===== config.mk =====
export PLATFORM = sky130hd
export DESIGN_NAME = rotc_calibrator
export DESIGN_NICKNAME = d
export VERILOG_FILES = /design/src/hdl/rotc_pkg.sv /design/src/hdl/rotc_counter.sv /design/src/hdl/rotc_calibrator.sv
export SDC_FILE = /design/constraint.sdc
export NUM_CORES = 1
export LEC_CHECK = 0
export ABC_AREA = 1
export BUFFER_PORTS_ARGS = -buffer_cell sky130_fd_sc_hd__buf_2
export CORE_MARGIN = 1
export CORE_UTILIZATION = 31
export DETAILED_ROUTE_END_ITERATION = 7
export PLACE_DENSITY_LB_ADDON = 0.2
export RECOVER_POWER = 25
export SLEW_MARGIN = 20
export SYNTH_ARGS = -nofsm -noshare
export SYNTH_HDL_FRONTEND = slang
export SYNTH_SLANG_ARGS = --single-unit

===== constraint.sdc =====
create_clock -name clk -period 6.18 [get_ports clk]
set_input_delay 0.618 -clock clk [delete_from_list [all_inputs] [get_ports clk]]
set_output_delay 0.618 -clock clk [all_outputs]
set_load 0.01 [all_outputs]

===== src/hdl/rotc_pkg.sv =====
// package: constants and types of the rc oscillator trim calibrator
// Function
// - pulse while counting down means slow clock, while counting up means fast clock
// - auto-adjust bit 6 set lets hardware step the trim code on each evaluated pulse between one and 128 limits
// - pulse below limit sets ok flag, trim code untouched
// - pulse within limit to three limits sets ok flag, trim steps by one
// - pulse within three to 128 limits sets warn flag, trim steps by two
// - pulse counting down at or above 128 limits sets error flag only
// - counter counting up reaching 128 limits sets reference-missing flag
// - trim saturates at 0 and 127, setting trim-range error flag
// - software writes trim code only while auto-adjust is clear
// - trim code resets to 64; each step nudges frequency one step
// - writing one to bit 7 injects one pulse; reads back zero
// - bit 5 runs the counter and locks the config register
// - each pulse reloads and counts down; else down, up, then hold
// - each pulse while the counter runs captures count and direction into status
// - soft pulse and external pulse are ORed into one sync pulse
package rotc_pkg;

  // ==========================================================
  // register map
  localparam int AXI_AW = 4;
  localparam logic [AXI_AW-1:0] OFF_CTRL = 4'h0;
  localparam logic [AXI_AW-1:0] OFF_CFG = 4'h4;
  localparam logic [AXI_AW-1:0] OFF_STAT = 4'h8;
  localparam logic [1:0] RESP_OKAY = 2'h0;
  localparam logic [1:0] RESP_SLVERR = 2'h2;

  // ==========================================================
  // calibration_control fields
  localparam int B_OK_IE = 0;
  localparam int B_WARN_IE = 1;
  localparam int B_ERR_IE = 2;
  localparam int B_EREF_IE = 3;
  localparam int B_RUN = 5;
  localparam int B_AUTO = 6;
  localparam int B_SOFT = 7;
  localparam int TRIM_LSB = 8;
  localparam int TRIM_W = 7;
  localparam logic [31:0] CTRL_RST = 32'h0000_4000;
  localparam logic [31:0] CTRL_WMASK = 32'h0000_7f6f;
  localparam logic [TRIM_W-1:0] TRIM_MAX = 7'h7f;

  // ==========================================================
  // calibration_config fields
  localparam int B_REFPOL = 31;
  localparam int LIM_LSB = 16;
  localparam int LIM_W = 8;
  localparam int RLD_W = 16;
  localparam logic [31:0] CFG_RST = 32'h2022_bb7f;
  localparam logic [31:0] CFG_WMASK = 32'hb7ff_ffff;

  // ==========================================================
  // calibration_status fields
  localparam int S_OK = 0;
  localparam int S_WARN = 1;
  localparam int S_ERR = 2;
  localparam int S_EREF = 3;
  localparam int S_CAL_ERROR_FLAG = 8;
  localparam int S_MISS = 9;
  localparam int S_TRIM_RANGE_ERROR_FLAG = 10;
  localparam int S_DIR = 15;
  localparam int S_CAP_LSB = 16;

  // ==========================================================
  // evaluation limits: 3x and 128x the tolerance limit
  localparam int WARN_MULT = 3;
  localparam int MISS_SHIFT = 7;

  typedef enum logic [1:0] {
    ROTC_IDLE = 2'b00,
    ROTC_DOWN = 2'b01,
    ROTC_UP = 2'b10,
    ROTC_HOLD = 2'b11
  } rotc_cnt_st_t;

  typedef struct packed {
    logic ok;
    logic warn;
    logic eref;
    logic cal_error_flag;
    logic miss;
    logic trim_range_error_flag;
  } rotc_flags_t;

  typedef struct packed {
    logic [AXI_AW-1:0] aw_addr;
    logic aw_got;
    logic [31:0] wdata;
    logic [3:0] wstrb;
    logic w_got;
    logic bvalid;
    logic [1:0] bresp;
    logic rvalid;
    logic [31:0] rdata;
    logic [1:0] rresp;
    logic [31:0] ctrl;
    logic [31:0] cfg;
    logic soft_pulse;
    rotc_flags_t flags;
    logic [RLD_W-1:0] cap;
    logic cap_up;
    logic [2:0] ref_sync;
  } rotc_state_t;

  typedef struct packed {
    rotc_cnt_st_t st;
    logic [RLD_W-1:0] cnt;
  } rotc_cnt_state_t;

endpackage


===== src/hdl/rotc_counter.sv =====
// calibration counter: reload and count down, then up to 128 limits, then hold
`timescale 1ns/1ps
module rotc_counter import rotc_pkg::*; (
  input wire logic clk,
  input wire logic rst,
  input wire logic run,
  input wire logic sync_pulse,
  input wire logic [RLD_W-1:0] reload,
  input wire logic [LIM_W-1:0] limit,
  output logic [RLD_W-1:0] count,
  output logic count_up,
  output logic running,
  output logic miss
);

  rotc_cnt_state_t r_r;
  rotc_cnt_state_t r_nxt;
  logic [RLD_W-1:0] top;

  // 128 x limit fits the 16-bit counter since the limit is 8 bits
  assign top = RLD_W'({limit, 7'h00});
  assign count = r_r.cnt;
  assign count_up = (r_r.st == ROTC_UP) || (r_r.st == ROTC_HOLD);
  assign running = r_r.st != ROTC_IDLE;
  assign miss = (r_r.st == ROTC_UP) && (r_r.cnt == top) && !sync_pulse;

  // ==========================================================
  // next state
  always_comb begin
    r_nxt = r_r;
    if (!run) begin
      r_nxt.st = ROTC_IDLE;
      r_nxt.cnt = '0;
    end else if (sync_pulse) begin
      r_nxt.st = ROTC_DOWN;
      r_nxt.cnt = reload;
    end else begin
      case (r_r.st)
        ROTC_DOWN: begin
          if (r_r.cnt == '0) begin
            r_nxt.st = ROTC_UP;
          end else begin
            r_nxt.cnt = r_r.cnt - 16'h0001;
          end
        end
        ROTC_UP: begin
          if (r_r.cnt == top) begin
            r_nxt.st = ROTC_HOLD;
          end else begin
            r_nxt.cnt = r_r.cnt + 16'h0001;
          end
        end
        default: begin
          r_nxt = r_r;
        end
      endcase
    end
  end

  always_ff @(posedge clk or posedge rst) begin
    if (rst) begin
      r_r <= '{st: ROTC_IDLE, cnt: '0};
    end else begin
      r_r <= r_nxt;
    end
  end

endmodule


===== src/hdl/rotc_calibrator.sv =====
// top: axi4-lite registers, frequency evaluation and automatic trim
`timescale 1ns/1ps
module rotc_calibrator import rotc_pkg::*; (
  input wire logic clk,
  input wire logic rst,
  input wire logic ref_pin,
  output logic [TRIM_W-1:0] trim_code,
  output logic irq,
  input wire logic [AXI_AW-1:0] s_axi_awaddr,
  input wire logic s_axi_awvalid,
  output logic s_axi_awready,
  input wire logic [31:0] s_axi_wdata,
  input wire logic [3:0] s_axi_wstrb,
  input wire logic s_axi_wvalid,
  output logic s_axi_wready,
  output logic [1:0] s_axi_bresp,
  output logic s_axi_bvalid,
  input wire logic s_axi_bready,
  input wire logic [AXI_AW-1:0] s_axi_araddr,
  input wire logic s_axi_arvalid,
  output logic s_axi_arready,
  output logic [31:0] s_axi_rdata,
  output logic [1:0] s_axi_rresp,
  output logic s_axi_rvalid,
  input wire logic s_axi_rready
);

  rotc_state_t r_r;
  rotc_state_t r_nxt;

  logic [RLD_W-1:0] cnt;
  logic cnt_up;
  logic cnt_running;
  logic cnt_miss;
  logic ext_edge;
  logic sync_pulse;
  logic eval;
  logic auto_on;
  logic [LIM_W-1:0] lim;
  logic [RLD_W-1:0] lim3;
  logic [RLD_W-1:0] lim128;
  logic [1:0] region;
  logic [1:0] step;
  logic [8:0] trim_sum;
  logic wr_do;
  logic wr_ctrl;
  logic [31:0] wmask;
  logic [31:0] stat_word;

  function automatic logic [31:0] strb_mask(input logic [3:0] s);
    strb_mask = {{8{s[3]}}, {8{s[2]}}, {8{s[1]}}, {8{s[0]}}};
  endfunction

  // ==========================================================
  // reference pulse: external edge plus software pulse
  // ref_sync[0] feeds only ref_sync[1]; edge is taken between stages 1 and 2
  assign ext_edge = r_r.cfg[B_REFPOL] ? (r_r.ref_sync[2] && !r_r.ref_sync[1])
                                      : (r_r.ref_sync[1] && !r_r.ref_sync[2]);
  assign sync_pulse = r_r.soft_pulse || ext_edge;

  rotc_counter u_counter (
    .clk(clk),
    .rst(rst),
    .run(r_r.ctrl[B_RUN]),
    .sync_pulse(sync_pulse),
    .reload(r_r.cfg[RLD_W-1:0]),
    .limit(lim),
    .count(cnt),
    .count_up(cnt_up),
    .running(cnt_running),
    .miss(cnt_miss)
  );

  // ==========================================================
  // evaluation windows
  // the first pulse after enabling only starts the counter, nothing to judge
  assign eval = sync_pulse && cnt_running;
  assign auto_on = r_r.ctrl[B_AUTO];
  assign lim = r_r.cfg[LIM_LSB +: LIM_W];
  assign lim3 = RLD_W'(WARN_MULT * lim);
  assign lim128 = RLD_W'({lim, 7'h00});

  always_comb begin
    if (cnt < RLD_W'(lim)) begin
      region = 2'h0;
      step = 2'h0;
    end else if (cnt < lim3) begin
      region = 2'h1;
      step = 2'h1;
    end else if (cnt < lim128) begin
      region = 2'h2;
      step = 2'h2;
    end else begin
      region = 2'h3;
      step = 2'h0;
    end
  end

  // down means slow clock so trim rises, up means fast so trim falls
  assign trim_sum = cnt_up ? ({2'h0, r_r.ctrl[TRIM_LSB +: TRIM_W]} - {7'h00, step})
                           : ({2'h0, r_r.ctrl[TRIM_LSB +: TRIM_W]} + {7'h00, step});

  // ==========================================================
  // register bus
  assign s_axi_awready = !r_r.aw_got && !r_r.bvalid;
  assign s_axi_wready = !r_r.w_got && !r_r.bvalid;
  assign s_axi_bvalid = r_r.bvalid;
  assign s_axi_bresp = r_r.bresp;
  assign s_axi_arready = !r_r.rvalid;
  assign s_axi_rvalid = r_r.rvalid;
  assign s_axi_rdata = r_r.rdata;
  assign s_axi_rresp = r_r.rresp;
  assign wr_do = r_r.aw_got && r_r.w_got && !r_r.bvalid;
  assign wr_ctrl = wr_do && (r_r.aw_addr == OFF_CTRL);
  assign wmask = strb_mask(r_r.wstrb);

  assign stat_word = {r_r.cap, r_r.cap_up, 4'h0, r_r.flags.trim_range_error_flag, r_r.flags.miss,
                      r_r.flags.cal_error_flag, 4'h0, r_r.flags.eref,
                      r_r.flags.cal_error_flag || r_r.flags.miss || r_r.flags.trim_range_error_flag,
                      r_r.flags.warn, r_r.flags.ok};

  assign trim_code = r_r.ctrl[TRIM_LSB +: TRIM_W];

  assign irq = (r_r.flags.ok && r_r.ctrl[B_OK_IE]) ||
               (r_r.flags.warn && r_r.ctrl[B_WARN_IE]) ||
               (stat_word[S_ERR] && r_r.ctrl[B_ERR_IE]) ||
               (r_r.flags.eref && r_r.ctrl[B_EREF_IE]);

  // ==========================================================
  // next state
  always_comb begin
    logic [31:0] wbits;
    wbits = '0;
    r_nxt = r_r;
    r_nxt.soft_pulse = 1'b0;
    r_nxt.ref_sync = {r_r.ref_sync[1:0], ref_pin};

    // write address and data are taken in either order
    if (s_axi_awvalid && s_axi_awready) begin
      r_nxt.aw_got = 1'b1;
      r_nxt.aw_addr = s_axi_awaddr;
    end
    if (s_axi_wvalid && s_axi_wready) begin
      r_nxt.w_got = 1'b1;
      r_nxt.wdata = s_axi_wdata;
      r_nxt.wstrb = s_axi_wstrb;
    end
    if (r_r.bvalid && s_axi_bready) begin
      r_nxt.bvalid = 1'b0;
    end

    if (wr_do) begin
      r_nxt.aw_got = 1'b0;
      r_nxt.w_got = 1'b0;
      r_nxt.bvalid = 1'b1;
      r_nxt.bresp = RESP_OKAY;
      wbits = r_r.wdata & wmask;
      if (r_r.aw_addr == OFF_CTRL) begin
        r_nxt.ctrl = (r_r.ctrl & ~(CTRL_WMASK & wmask)) | (wbits & CTRL_WMASK);
        if (auto_on) begin
          r_nxt.ctrl[TRIM_LSB +: TRIM_W] = r_r.ctrl[TRIM_LSB +: TRIM_W];
        end
        r_nxt.soft_pulse = wbits[B_SOFT];
      end else if (r_r.aw_addr == OFF_CFG) begin
        if (!r_r.ctrl[B_RUN]) begin
          r_nxt.cfg = (r_r.cfg & ~(CFG_WMASK & wmask)) | (wbits & CFG_WMASK);
        end
      end else if (r_r.aw_addr == OFF_STAT) begin
        // writing one clears; the summary error bit clears all three causes
        if (wbits[S_OK]) r_nxt.flags.ok = 1'b0;
        if (wbits[S_WARN]) r_nxt.flags.warn = 1'b0;
        if (wbits[S_EREF]) r_nxt.flags.eref = 1'b0;
        if (wbits[S_CAL_ERROR_FLAG] || wbits[S_ERR]) r_nxt.flags.cal_error_flag = 1'b0;
        if (wbits[S_MISS] || wbits[S_ERR]) r_nxt.flags.miss = 1'b0;
        if (wbits[S_TRIM_RANGE_ERROR_FLAG] || wbits[S_ERR]) r_nxt.flags.trim_range_error_flag = 1'b0;
      end else begin
        r_nxt.bresp = RESP_SLVERR;
      end
    end

    if (r_r.rvalid && s_axi_rready) begin
      r_nxt.rvalid = 1'b0;
    end
    if (s_axi_arvalid && s_axi_arready) begin
      r_nxt.rvalid = 1'b1;
      r_nxt.rresp = RESP_OKAY;
      if (s_axi_araddr == OFF_CTRL) begin
        r_nxt.rdata = r_r.ctrl;
      end else if (s_axi_araddr == OFF_CFG) begin
        r_nxt.rdata = r_r.cfg;
      end else if (s_axi_araddr == OFF_STAT) begin
        r_nxt.rdata = stat_word;
      end else begin
        r_nxt.rdata = '0;
        r_nxt.rresp = RESP_SLVERR;
      end
    end

    // hardware sets come last so a set beats a clear in the same cycle
    if (eval) begin
      r_nxt.cap = cnt;
      r_nxt.cap_up = cnt_up;
      r_nxt.flags.eref = 1'b1;
      case (region)
        2'h0: r_nxt.flags.ok = 1'b1;
        2'h1: r_nxt.flags.ok = 1'b1;
        2'h2: r_nxt.flags.warn = 1'b1;
        default: begin
          if (!cnt_up) begin
            r_nxt.flags.cal_error_flag = 1'b1;
          end
        end
      endcase
      if (auto_on && (step != 2'h0)) begin
        if (trim_sum[8]) begin
          r_nxt.ctrl[TRIM_LSB +: TRIM_W] = '0;
          r_nxt.flags.trim_range_error_flag = 1'b1;
        end else if (trim_sum[7]) begin
          r_nxt.ctrl[TRIM_LSB +: TRIM_W] = TRIM_MAX;
          r_nxt.flags.trim_range_error_flag = 1'b1;
        end else begin
          r_nxt.ctrl[TRIM_LSB +: TRIM_W] = trim_sum[TRIM_W-1:0];
        end
      end
    end
    if (cnt_miss) begin
      r_nxt.flags.miss = 1'b1;
    end
    r_nxt.ctrl[B_SOFT] = 1'b0;
  end

  always_ff @(posedge clk or posedge rst) begin
    if (rst) begin
      r_r <= '0;
      r_r.ctrl <= CTRL_RST;
      r_r.cfg <= CFG_RST;
    end else begin
      r_r <= r_nxt;
    end
  end

  logic [TRIM_W-1:0] trim_now;
  assign trim_now = r_r.ctrl[TRIM_LSB +: TRIM_W];
endmodule


==> results summary, run 1 <==
The run finished, with violations left. The final reports fail on capacitance limit, slew limit. The largest total area in the synthesized netlist belongs to dfrtp_1. The relative max-transition margin is -1.18. The routability congestion estimate from global placement is approximately 0.86. The relative contribution of the clock network to total power is 0.186. The worst-case clock skew is between 0.015 and 0.02 ns. The number of vias in the routed layout came out at approximately 7800. After detailed routing, the number of vias per cell comes to around 4.8.

The horizontal die dimension is approximately 180 um. The area of the die is slightly above 30000 um^2. The number of hold buffers added after CTS was 0. The sequential group share of total power is 0.306. The Yosys warning count is 0. The share of the yosys chip area belonging to registers came out at 0.439. The clock-pin transition on the worst setup and hold timing paths is 0.08 ns. The kind of cell with the highest combined delay along the critical path is simple AND/OR/NAND/NOR gates. The area fraction of the dominant cell type after synthesis came out at 0.391. TritonCTS built the clock tree. The detailed-route wire length is roughly 26 mm. The boundary pin count came out at roughly 100. The number of hold violations in the final report is 0. In the layout the commonest cells are nand2_1, dfrtp_1, inv_1, o21ai_0, buf_2. The internal power component is approximately 3.0 mW. The core area came out at approximately 30000 um^2. The number of nets with antenna violations after routing came out at 0. The critical path startpoint category is a register. Data on the critical path is required at its endpoint by 6.55 ns. The clock tree root driver cell is clkbuf_16. The post-route standard cell area excluding fillers is 10600 um^2.

The worst setup path is captured at a register. The most used cell along the critical path is nand2_1. The peak fanout along the critical path came out at 5. The share of the cycle needed by the critical path after routing came out at 0.781. The total number of clock tree sinks came out at 164. At the later pin of the worst-skew pair, clock insertion delay measures around 0.44 ns. The largest single stage delay on the critical path is around 0.48 ns.

The number of synthesized register bits is approximately 160. The global routing usage summed across all routing layers came out at 0.172. The async set or reset register ratio after synthesis came out at 1.00. The count of pins over their slew limit came out at approximately 110. For this run, the top clock speed supported by timing is 207 MHz. On the critical path, the stage with the largest delay is an instance of dfrtp_1.

The global-route congestion overflow total is 0. In this run the power density over the cells is around 540 nW/um^2. The data arrival time of the critical path came out at between 5 and 6 ns. The combinational share of power came out at 0.508.

The signed area change from the synthesized netlist to the final layout came out at 12.3%. The filler-free cell count of the finished design came out at approximately 1600. The netlist area before placement came out at ~9400 um^2.

The final-stage net count is ~1300. Setup repair after global routing left no endpoint under its margin. In this run, synthesis inferred 0 flip-flops with an integrated enable. The TritonCTS buffer count is 17. The number of detailed-routing iterations run before antenna repair is 5. The global-route wire length before repair came out at ~40 mm.

The violation count after the first detailed-routing iteration is ~420. The cell count after synthesis is 1184. The detailed placer's ending HPWL is 19.3 mm.

The clock period could shrink to between 4 and 5 ns. The utilization of the core after routing is 0.356. The library cell used most frequently in the layout, excluding fill and tap cells, is nand2_1. The critical path is of the register to register type. The die height came out at 176 um. The number of different library cells used by synthesis comes to 49. The initial antenna violation count is 0. The maximum number of pins on one net before global-route repair came out at between 70 and 80. For the pin with the worst max-slew slack, the measured transition is ~3.3 ns. The detailed-route DRC error count is 0. Of the cells placed in the final design, the portion with a size suffix greater than 1 is 0.147. The initialized floorplan defines between 60 and 70 standard-cell rows. The maximum VDD drop is about 0.34 mV. The routed wire length per instance came out at 15.6 um. The maximum buffer depth of the clock tree is 2. The effective utilization at floorplan came out at 0.316. The type of the worst min-delay path is primary input to register. The switching part of the total power came out at 0.475. By area the synthesized netlist is led by dfrtp_1, nand2_1, ha_1. For this run, the leading register cell type out of synthesis is dfrtp_1. The number of global-route vias before repair is between 7000 and 8000. The deepest level of the CTS H-tree is 4.

The leakage power figure is roughly 5.4 nW. The number of buffer cells added on primary ports came out at between 90 and 100. Summing all placed instances gives a cell area of roughly 10000 um^2.

The buffer and inverter count on the worst path came out at 2. The count of antenna diodes in the layout is 0. The count of endpoints failing setup in the final report is 0.

The number of max-cap violations came out at 2. The number of post-CTS setup repair buffers came out at 0. Counting tap cells, the placed design contains a total of 1605 instances.

The post-cts repair resize count came out at 0. The average footprint of a synthesized cell is 7.94 um^2. Summed over all nets, the switching power comes to ~2.7 mW. Adding up every negative setup slack in the final design gives 0 ns.
-- area by class of cell --
class / count / area [um^2]
Clock inverter: 14 / 160
Clock buffer: 18 / 439
Inverter: 145 / 546
Fill cell: 3157 / 19200
Multi-Input combinational cell: 803 / 4280
Timing Repair Buffer: 103 / 526
Sequential cell: 164 / 4130
Tap cell: 390 / 488
-- final timing paths --
path / startpoint / end / slack (ns) / cells past startpoint
max in group asynchronous: rst / s_axi_rdata[11]$_DFFE_PP0P_ / 2.02 / 3
worst min register to register: r_nxt[1]$_DFF_PP0_ / r_nxt[2]$_DFF_PP0_ / 0.35 / 0
worst max register to register: register / trim_code[5]$_DFF_PP0_ / 1.35 / 26
min in group asynchronous: rst / r_nxt[1]$_DFF_PP0_ / 1.12 / 2
worst max-delay path: register / trim_code[5]$_DFF_PP0_ / 1.35 / 26
worst min-delay path: ref_pin / r_nxt[1]$_DFF_PP0_ / 0.29 / 1
-- per-stage QoR --
step	setup WS, ns	power [mW]	hold slack, ns
finish	1.35	5.75	0.287
global route	0.880	6.32	0.274
CTS	1.36	5.79	0.272
detailed placement	1.42	4.69	0.339
global placement	1.47	4.64	0.337
floorplan	1.16	3.90	0.331
-- per-layer routing --
metal	routed length [um]	part of all wire	GRT usage	up-vias
met5	0	0	0	-
li1	-	-	-	3922
met3	1100	0.043	0.0254	19
met1	13300	0.52	0.258	3656
met2	10900	0.43	0.254	182
met4	347	0.014	0.0529	0
-- cell families (layout without fill, tap and decap cells) --
logic type      after synthesis  after routing  synth area share
compound gates              235            235             0.136
fa+ha+maj                    58             58            0.0804
mux                           7              7           0.00798
flops                       164            164             0.439
other cells                   1              2          0.000399
simple gates                490            490             0.220
buf+inv                     218            280             0.106
xor+xnor                     11             11            0.0102
-- power groups by stage --
stage	clock, mW	sequential, mW	combinational, mW
after CTS	1.10	1.75	2.94
final	1.07	1.76	2.92
after global routing	1.14	1.80	3.39
after global placement	0	1.77	2.88
after detailed placement	0	1.77	2.92
after floorplan	0	1.63	2.27
-- synthesized netlist by cell type (4+ instances only) --
cell	count
nand2_1	292
dfrtp_1	147
inv_1	139
o21ai_0	117
nor2_1	93
a21oi_1	71
nand3_1	65
ha_1	54
buf_4	44
clkbuf_1	20
dfstp_2	17
o22ai_1	12
nand4_1	10
xor2_1	9
a31oi_1	8
or2_2	8
a22o_1	6
buf_2	6
inv_2	5
o21ai_1	5
fa_1	4
mux2_2	4
nor2_2	4
nor3_1	4
(Power assumes the default switching activity.)
==> inputs of run 2 (changes only) <==
==> constraint.sdc (replaced) <==
create_clock -name clk -period 4.3 [get_ports clk]
set_input_delay 0.43 -clock clk [delete_from_list [all_inputs] [get_ports clk]]
set_output_delay 0.43 -clock clk [all_outputs]
set_load 0.01 [all_outputs]
==> results summary, run 2 (synthesis gave the netlist of run 1 again) <==
The flow ran to the end, but the final reports show violations. The final reports fail on capacitance limit, slew limit. The detailed-route wire length came out at between 20 and 30 mm. The effective utilization at floorplan is 0.316. The number of nets with antenna violations after routing is 0. The worst-case clock skew came out at between 0.015 and 0.02 ns. The global-route congestion overflow total came out at 0. The setup slack at placement is around 0.036 ns. The routed wire length per instance came out at 15.7 um.

Dividing total power by cell area gives a power density of about 800 nW/um^2. The number of buffer cells added on primary ports is 96. After floorplanning, the core was divided into 63 placement rows. Of the cells placed in the final design, the portion with a size suffix greater than 1 is 0.170. The critical path startpoint category is a register. The maximum buffer depth of the clock tree came out at 2. The average vias per placed instance came out at 4.73. Across all setup checks in the final design, the least slack found is ~0.25 ns. The count of pins over their slew limit was roughly 170. The utilization of the core after routing came out at 0.360. The most used cell along the critical path is nand2_1. The critical path is of the register to register type.

The delay of the slowest cell on the worst path came out at roughly 0.41 ns. The hold path startpoint is ref_pin. The maximum VDD drop is roughly 0.38 mV. The detailed router finished its first iteration with slightly below 600 violations. The number of detailed-routing iterations run before antenna repair came out at 5.

In this run the number of H-tree levels came out at 4. The routability congestion estimate from global placement is approximately 0.85. The library cell used most frequently in the layout, excluding fill and tap cells, is nand2_1.

The number of buffers inserted by hold repair at cts is 0. After clock tree synthesis, the clock-pin slew on the worst setup and hold paths is roughly 0.07 ns. Across the run, the number of max-cap violations was 1.

The later-pin clock latency in the skew report came out at 0.44 ns. At the pin with the least slew margin, the transition time is roughly 2.3 ns. The share of the cycle needed by the critical path after routing came out at 0.942. The filler-free cell count of the finished design came out at roughly 1600. The leakage power figure came out at ~5.5 nW.

The detailed placer's ending HPWL is 19.3 mm. Summed over all failing endpoints, the final setup total negative slack is 0 ns. The critical path goes through ha_4, fa_2, a21oi_2, o21ai_2, a21oi_2, o21bai_2, xor2_1, ha_1, nand2_1, o21a_1, nand2_1, nand2_1, nand2_2, buf_6, nor2_4, ha_1, fa_1, inv_1, nor3_2, a21oi_1, xor2_1, a21oi_1, nand3_1, nand2_1. The total chip power is between 8 and 9 mW. Entering global routing, the biggest net connects 165 pins.

Buffers inserted during clock tree synthesis total 17. The total number of clock tree sinks is about 160. In this run the horizontal extent of the chip is 176 um.

Setup violations remaining at the end of the flow were counted as 0. The clock tree root driver cell is clkbuf_16. The relative max-transition margin came out at -0.547. The data arrival time of the critical path is around 4.4 ns.

The peak fanout along the critical path came out at 2. The initial antenna violation count came out at 1. The signed area change from the synthesized netlist to the final layout is 13.9%.

The number of vias in the routed layout came out at around 7800. The area of the die is about 31000 um^2. The cell total after placement came out at 1609. Data on the critical path is required at its endpoint by between 4 and 5 ns. The region available for standard cell placement spans slightly below 30000 um^2. The worst-path cell with the longest stage delay is dfrtp_1.

The final-stage net count came out at ~1300. The global routing usage summed across all routing layers is 0.174. Counting I/O delays and the setup requirement, the final critical path takes between 4 and 5 ns. The worst hold path belongs to the class primary input to register. The die height came out at around 180 um. The detailed-route DRC error count is 0. In the layout the commonest cells are nand2_1, dfrtp_1, inv_1, o21ai_0, buf_2.

The critical path endpoint category is a register. The peak clock frequency supported by timing came out at about 250 MHz. The clock tree from TritonCTS is done. The global-route wire length before repair is a little over 40 mm. The number of hold violations in the final report came out at 0. The number of global-route vias before repair is about 7600. The boundary pin count is ~100.
[run 2: metrics by stage]
stage / instance area [um^2] / hold slack, ns
after floorplan: 9410 / 0.331
after detailed placement: 10000 / 0.336
after CTS: 10600 / 0.0846
final: 10700 / 0.105
after global placement: 10000 / 0.336
after global routing: 10700 / 0.0818
[run 2: critical path, delay by kind of cell (launching register included)]
family	cells	cell delay, ns
AOI/OAI and AO/OA	7	0.96
DFF	1	0.41
buffers and inverters	2	0.24
xor gates and xnor gates	2	0.34
and+or+nand+nor	8	0.53
adders and majority gates	5	1.45
[run 2: path summary, 6_finish.rpt]
kind	slack, ns	to	cells past startpoint
worst min register to register	0.36	r_nxt[2]$_DFF_PP0_	0
worst max register to register	0.25	trim_code[4]$_DFF_PP0_	24
worst max-delay path	0.25	trim_code[4]$_DFF_PP0_	24
max in group asynchronous	1.98	u_counter.count[7]$_DFFE_PP0P_	3
min in group asynchronous	0.76	r_nxt[1]$_DFF_PP0_	3
worst min-delay path	0.11	r_nxt[1]$_DFF_PP0_	1
[run 2: layout make-up]
cell class                      count  area, um^2
Multi-Input combinational cell    803        4380
Clock buffer                       17         425
Tap cell                          390         488
Inverter                          145         548
Timing Repair Buffer              108         577
Antenna cell                        1        2.50
Clock inverter                     15         161
Fill cell                        3172       19000
Sequential cell                   164        4130
[run 2: timing repair]
item                                    4_1_cts  5_1_grt
pin swaps                                     0       16
gates cloned                                  0        0
gates resized for setup                       2       32
endpoints found under the setup margin        1        8
setup buffers                                 0        1
[run 2: power by group]
part           switching, mW  leakage, nW  internal (mW)
clock                  0.742        0.286          0.780
sequential             0.442         2.06           2.07
combinational           2.89         3.13           1.66
[run 2: layer usage]
layer,wire length [um],GRT usage,vias to the layer above,share of wire
li1,-,-,3935,-
met1,13000,0.253,3637,0.51
met2,11000,0.257,186,0.43
met3,1290,0.0353,21,0.050
met4,418,0.0518,0,0.016
met5,0,0,-,0
==> inputs of run 3 (changes only) <==
--- a/config.mk
+++ b/config.mk
@@ -10,6 +10,7 @@
 export CORE_MARGIN = 1
 export CORE_UTILIZATION = 31
 export DETAILED_ROUTE_END_ITERATION = 7
+export MAX_ROUTING_LAYER = met4
 export PLACE_DENSITY_LB_ADDON = 0.2
 export RECOVER_POWER = 25
 export SLEW_MARGIN = 20
==> results summary, run 3 (synthesis gave the netlist of run 1 again) <==
The count of endpoints failing setup in the final report came out at 0. Leaving out fill and tap cells, the most frequent cell in the layout is nand2_1. Hold is met by around 0.097 ns. The maximum number of pins on one net before global-route repair is about 140. The cell row count came out at 63. The detailed-route DRC error count is 0. For the pin with the worst max-slew slack, the measured transition is approximately 1.9 ns. The number of detailed-routing iterations run before antenna repair came out at 5. Leaving out fill and tap cells, the most frequent cells in the layout are nand2_1, dfrtp_1, inv_1, o21ai_0, buf_2. Data arrives at the worst endpoint at about 4.5 ns. Relative to the synthesized area, the layout overhead comes to 14.8%. The total chip power came out at a little under 9 mW. For this run, the total global-route usage over all layers was measured as 0.182. The routed wire length per instance is 16.0 um. The number of global-route vias before repair came to between 7000 and 8000. The type of the worst min-delay path is primary input to register. The type of the worst setup path is register to register. The most used cell along the critical path is a21oi_2. The average vias per placed instance is around 4.8. The maximum buffer depth of the clock tree came out at 2. The deepest level of the CTS H-tree came out at 4. The maximum VDD drop is 0.388 mV. The clock tree from TritonCTS is done. The global-route wire length before repair is 42.2 mm.

In the final layout, the share of cells above drive strength 1 is 0.175. The tool flagged a number of max-cap violations equal to 1. The global-route congestion overflow total is 0. The count of pins over their slew limit is about 140. The area of the die came out at ~31000 um^2. The flow ran to the end, but the final reports show violations. The shortest clock period the worst path allows after layout is 4.15 ns.

CTS placed an instance of clkbuf_16 at the clock tree root. The delay of the slowest cell on the worst path is 0.41 ns. The leakage power figure came out at 5.50 nW. The final reports fail on capacitance limit, slew limit. The worst setup path is launched from a register.

The routability congestion estimate from global placement came out at a little under 0.9. The accumulated negative setup slack came out at 0 ns. The peak fanout along the critical path is 3. The detail route stage leaves a number of antenna-violating nets equal to 0.

The TritonCTS buffer count is 17. The horizontal die dimension came out at ~180 um. The largest delay contributor family on the critical path is adder cells.

Setup repair after global routing could not meet its margin everywhere. After floorplanning, the core was sized to cover 29700 um^2. Wires add up to 26.4 mm. The routed layout has approximately 7900 vias. The count of antenna diodes in the layout came out at 0. The initial antenna violation count is 0. For this design, the CTS-stage hold fixing added 0 buffers. For this design the top-level I/O count stands at 101. Of the available clock period, the critical path in the final layout requires 0.965. The worst setup path is captured at a register. Clock skew on the completed layout was measured at around 0.014 ns. The relative max-transition margin came out at -0.278. The buffer and inverter count on the worst path is 3. The detailed placer's ending HPWL is slightly below 20 mm. In this run, placement finished with an instance count of 1609.

The die height is 176 um. The finished layout holds approximately 1600 standard cells, fillers aside. The effective utilization at floorplan came out at 0.316. The ratio of total power to cell area came out at about 820 nW/um^2. The final-stage net count came out at about 1400.

Clock latency on the worst-skew pair, taken at its later pin, is approximately 0.44 ns. The slowest stage of the critical path is the dfrtp_1 cell. The number of hold violations in the final report came out at 0.

The required arrival time at the worst endpoint is about 4.7 ns. The total number of clock tree sinks came out at ~160. The peak clock frequency supported by timing came out at roughly 240 MHz. The violation count after the first detailed-routing iteration came out at roughly 520.

The number of buffer cells added on primary ports is 96. Clock-pin slew was measured on the worst setup and hold paths at about 0.08 ns.
run 3: cell type report:
type	instances	area (um^2)
clock buffer	17	425
clock inverter	15	186
fill	3113	18900
inverter	145	546
multi-input combinational	803	4420
sequential	164	4130
tap	390	488
timing repair buffer	112	606
run 3: per-layer routing:
metal,GRT usage,vias to the layer above,part of all wire
met5,-,-,0
met4,0.0435,0,0.013
met2,0.265,212,0.43
met1,0.260,3742,0.50
li1,-,3940,-
met3,0.0319,23,0.061
run 3: worst paths after layout:
| path | from | endpoint | slack, ns | cells past startpoint |
|---|---|---|---|---|
| max | register | trim_code[4]$_DFF_PP0_ | 0.15 | 26 |
| min | ref_pin | r_nxt[1]$_DFF_PP0_ | 0.1 | 1 |
| max reg2reg | register | trim_code[4]$_DFF_PP0_ | 0.15 | 26 |
| min reg2reg | r_nxt[1]$_DFF_PP0_ | r_nxt[2]$_DFF_PP0_ | 0.36 | 0 |
| max in group asynchronous | rst | s_axi_rdata[23]$_DFFE_PP0P_ | 1.53 | 3 |
| min in group asynchronous | rst | r_nxt[1]$_DFF_PP0_ | 0.23 | 2 |
run 3: where the power goes:
group	switching, mW	leakage, nW	internal (mW)
logic	3.02	3.15	1.77
clock network	0.747	0.296	0.838
registers	0.461	2.06	2.07
run 3: worst reg2reg max path: cells and delay by family (launching register included):
family | cells | cell delay [ns]
buf+inv | 3 | 0.27
xor+xnor | 2 | 0.32
fa+ha+maj | 5 | 1.40
flops | 1 | 0.41
compound gates | 8 | 0.98
simple gates | 8 | 0.71
run 3: per-stage QoR:
| stage | utilization | setup WS, ns | instance area [um^2] |
|---|---|---|---|
| floorplan | - | 0.281 | 9410 |
| global placement | 0.337 | 0.0889 | 10000 |
| detailed placement | 0.337 | 0.0281 | 10000 |
| CTS | 0.358 | 0.0400 | 10600 |
| global route | 0.363 | -0.0969 | 10800 |
| finish | 0.363 | 0.150 | 10800 |
run 3: what timing repair did:
item                                    in CTS  in global routing
cloned                                       0                  0
gates resized for setup                      1                 43
buffers inserted                             0                  5
pin swaps                                    0                 26
endpoints found under the hold margin        0                  0
endpoints found under the setup margin       2                  8
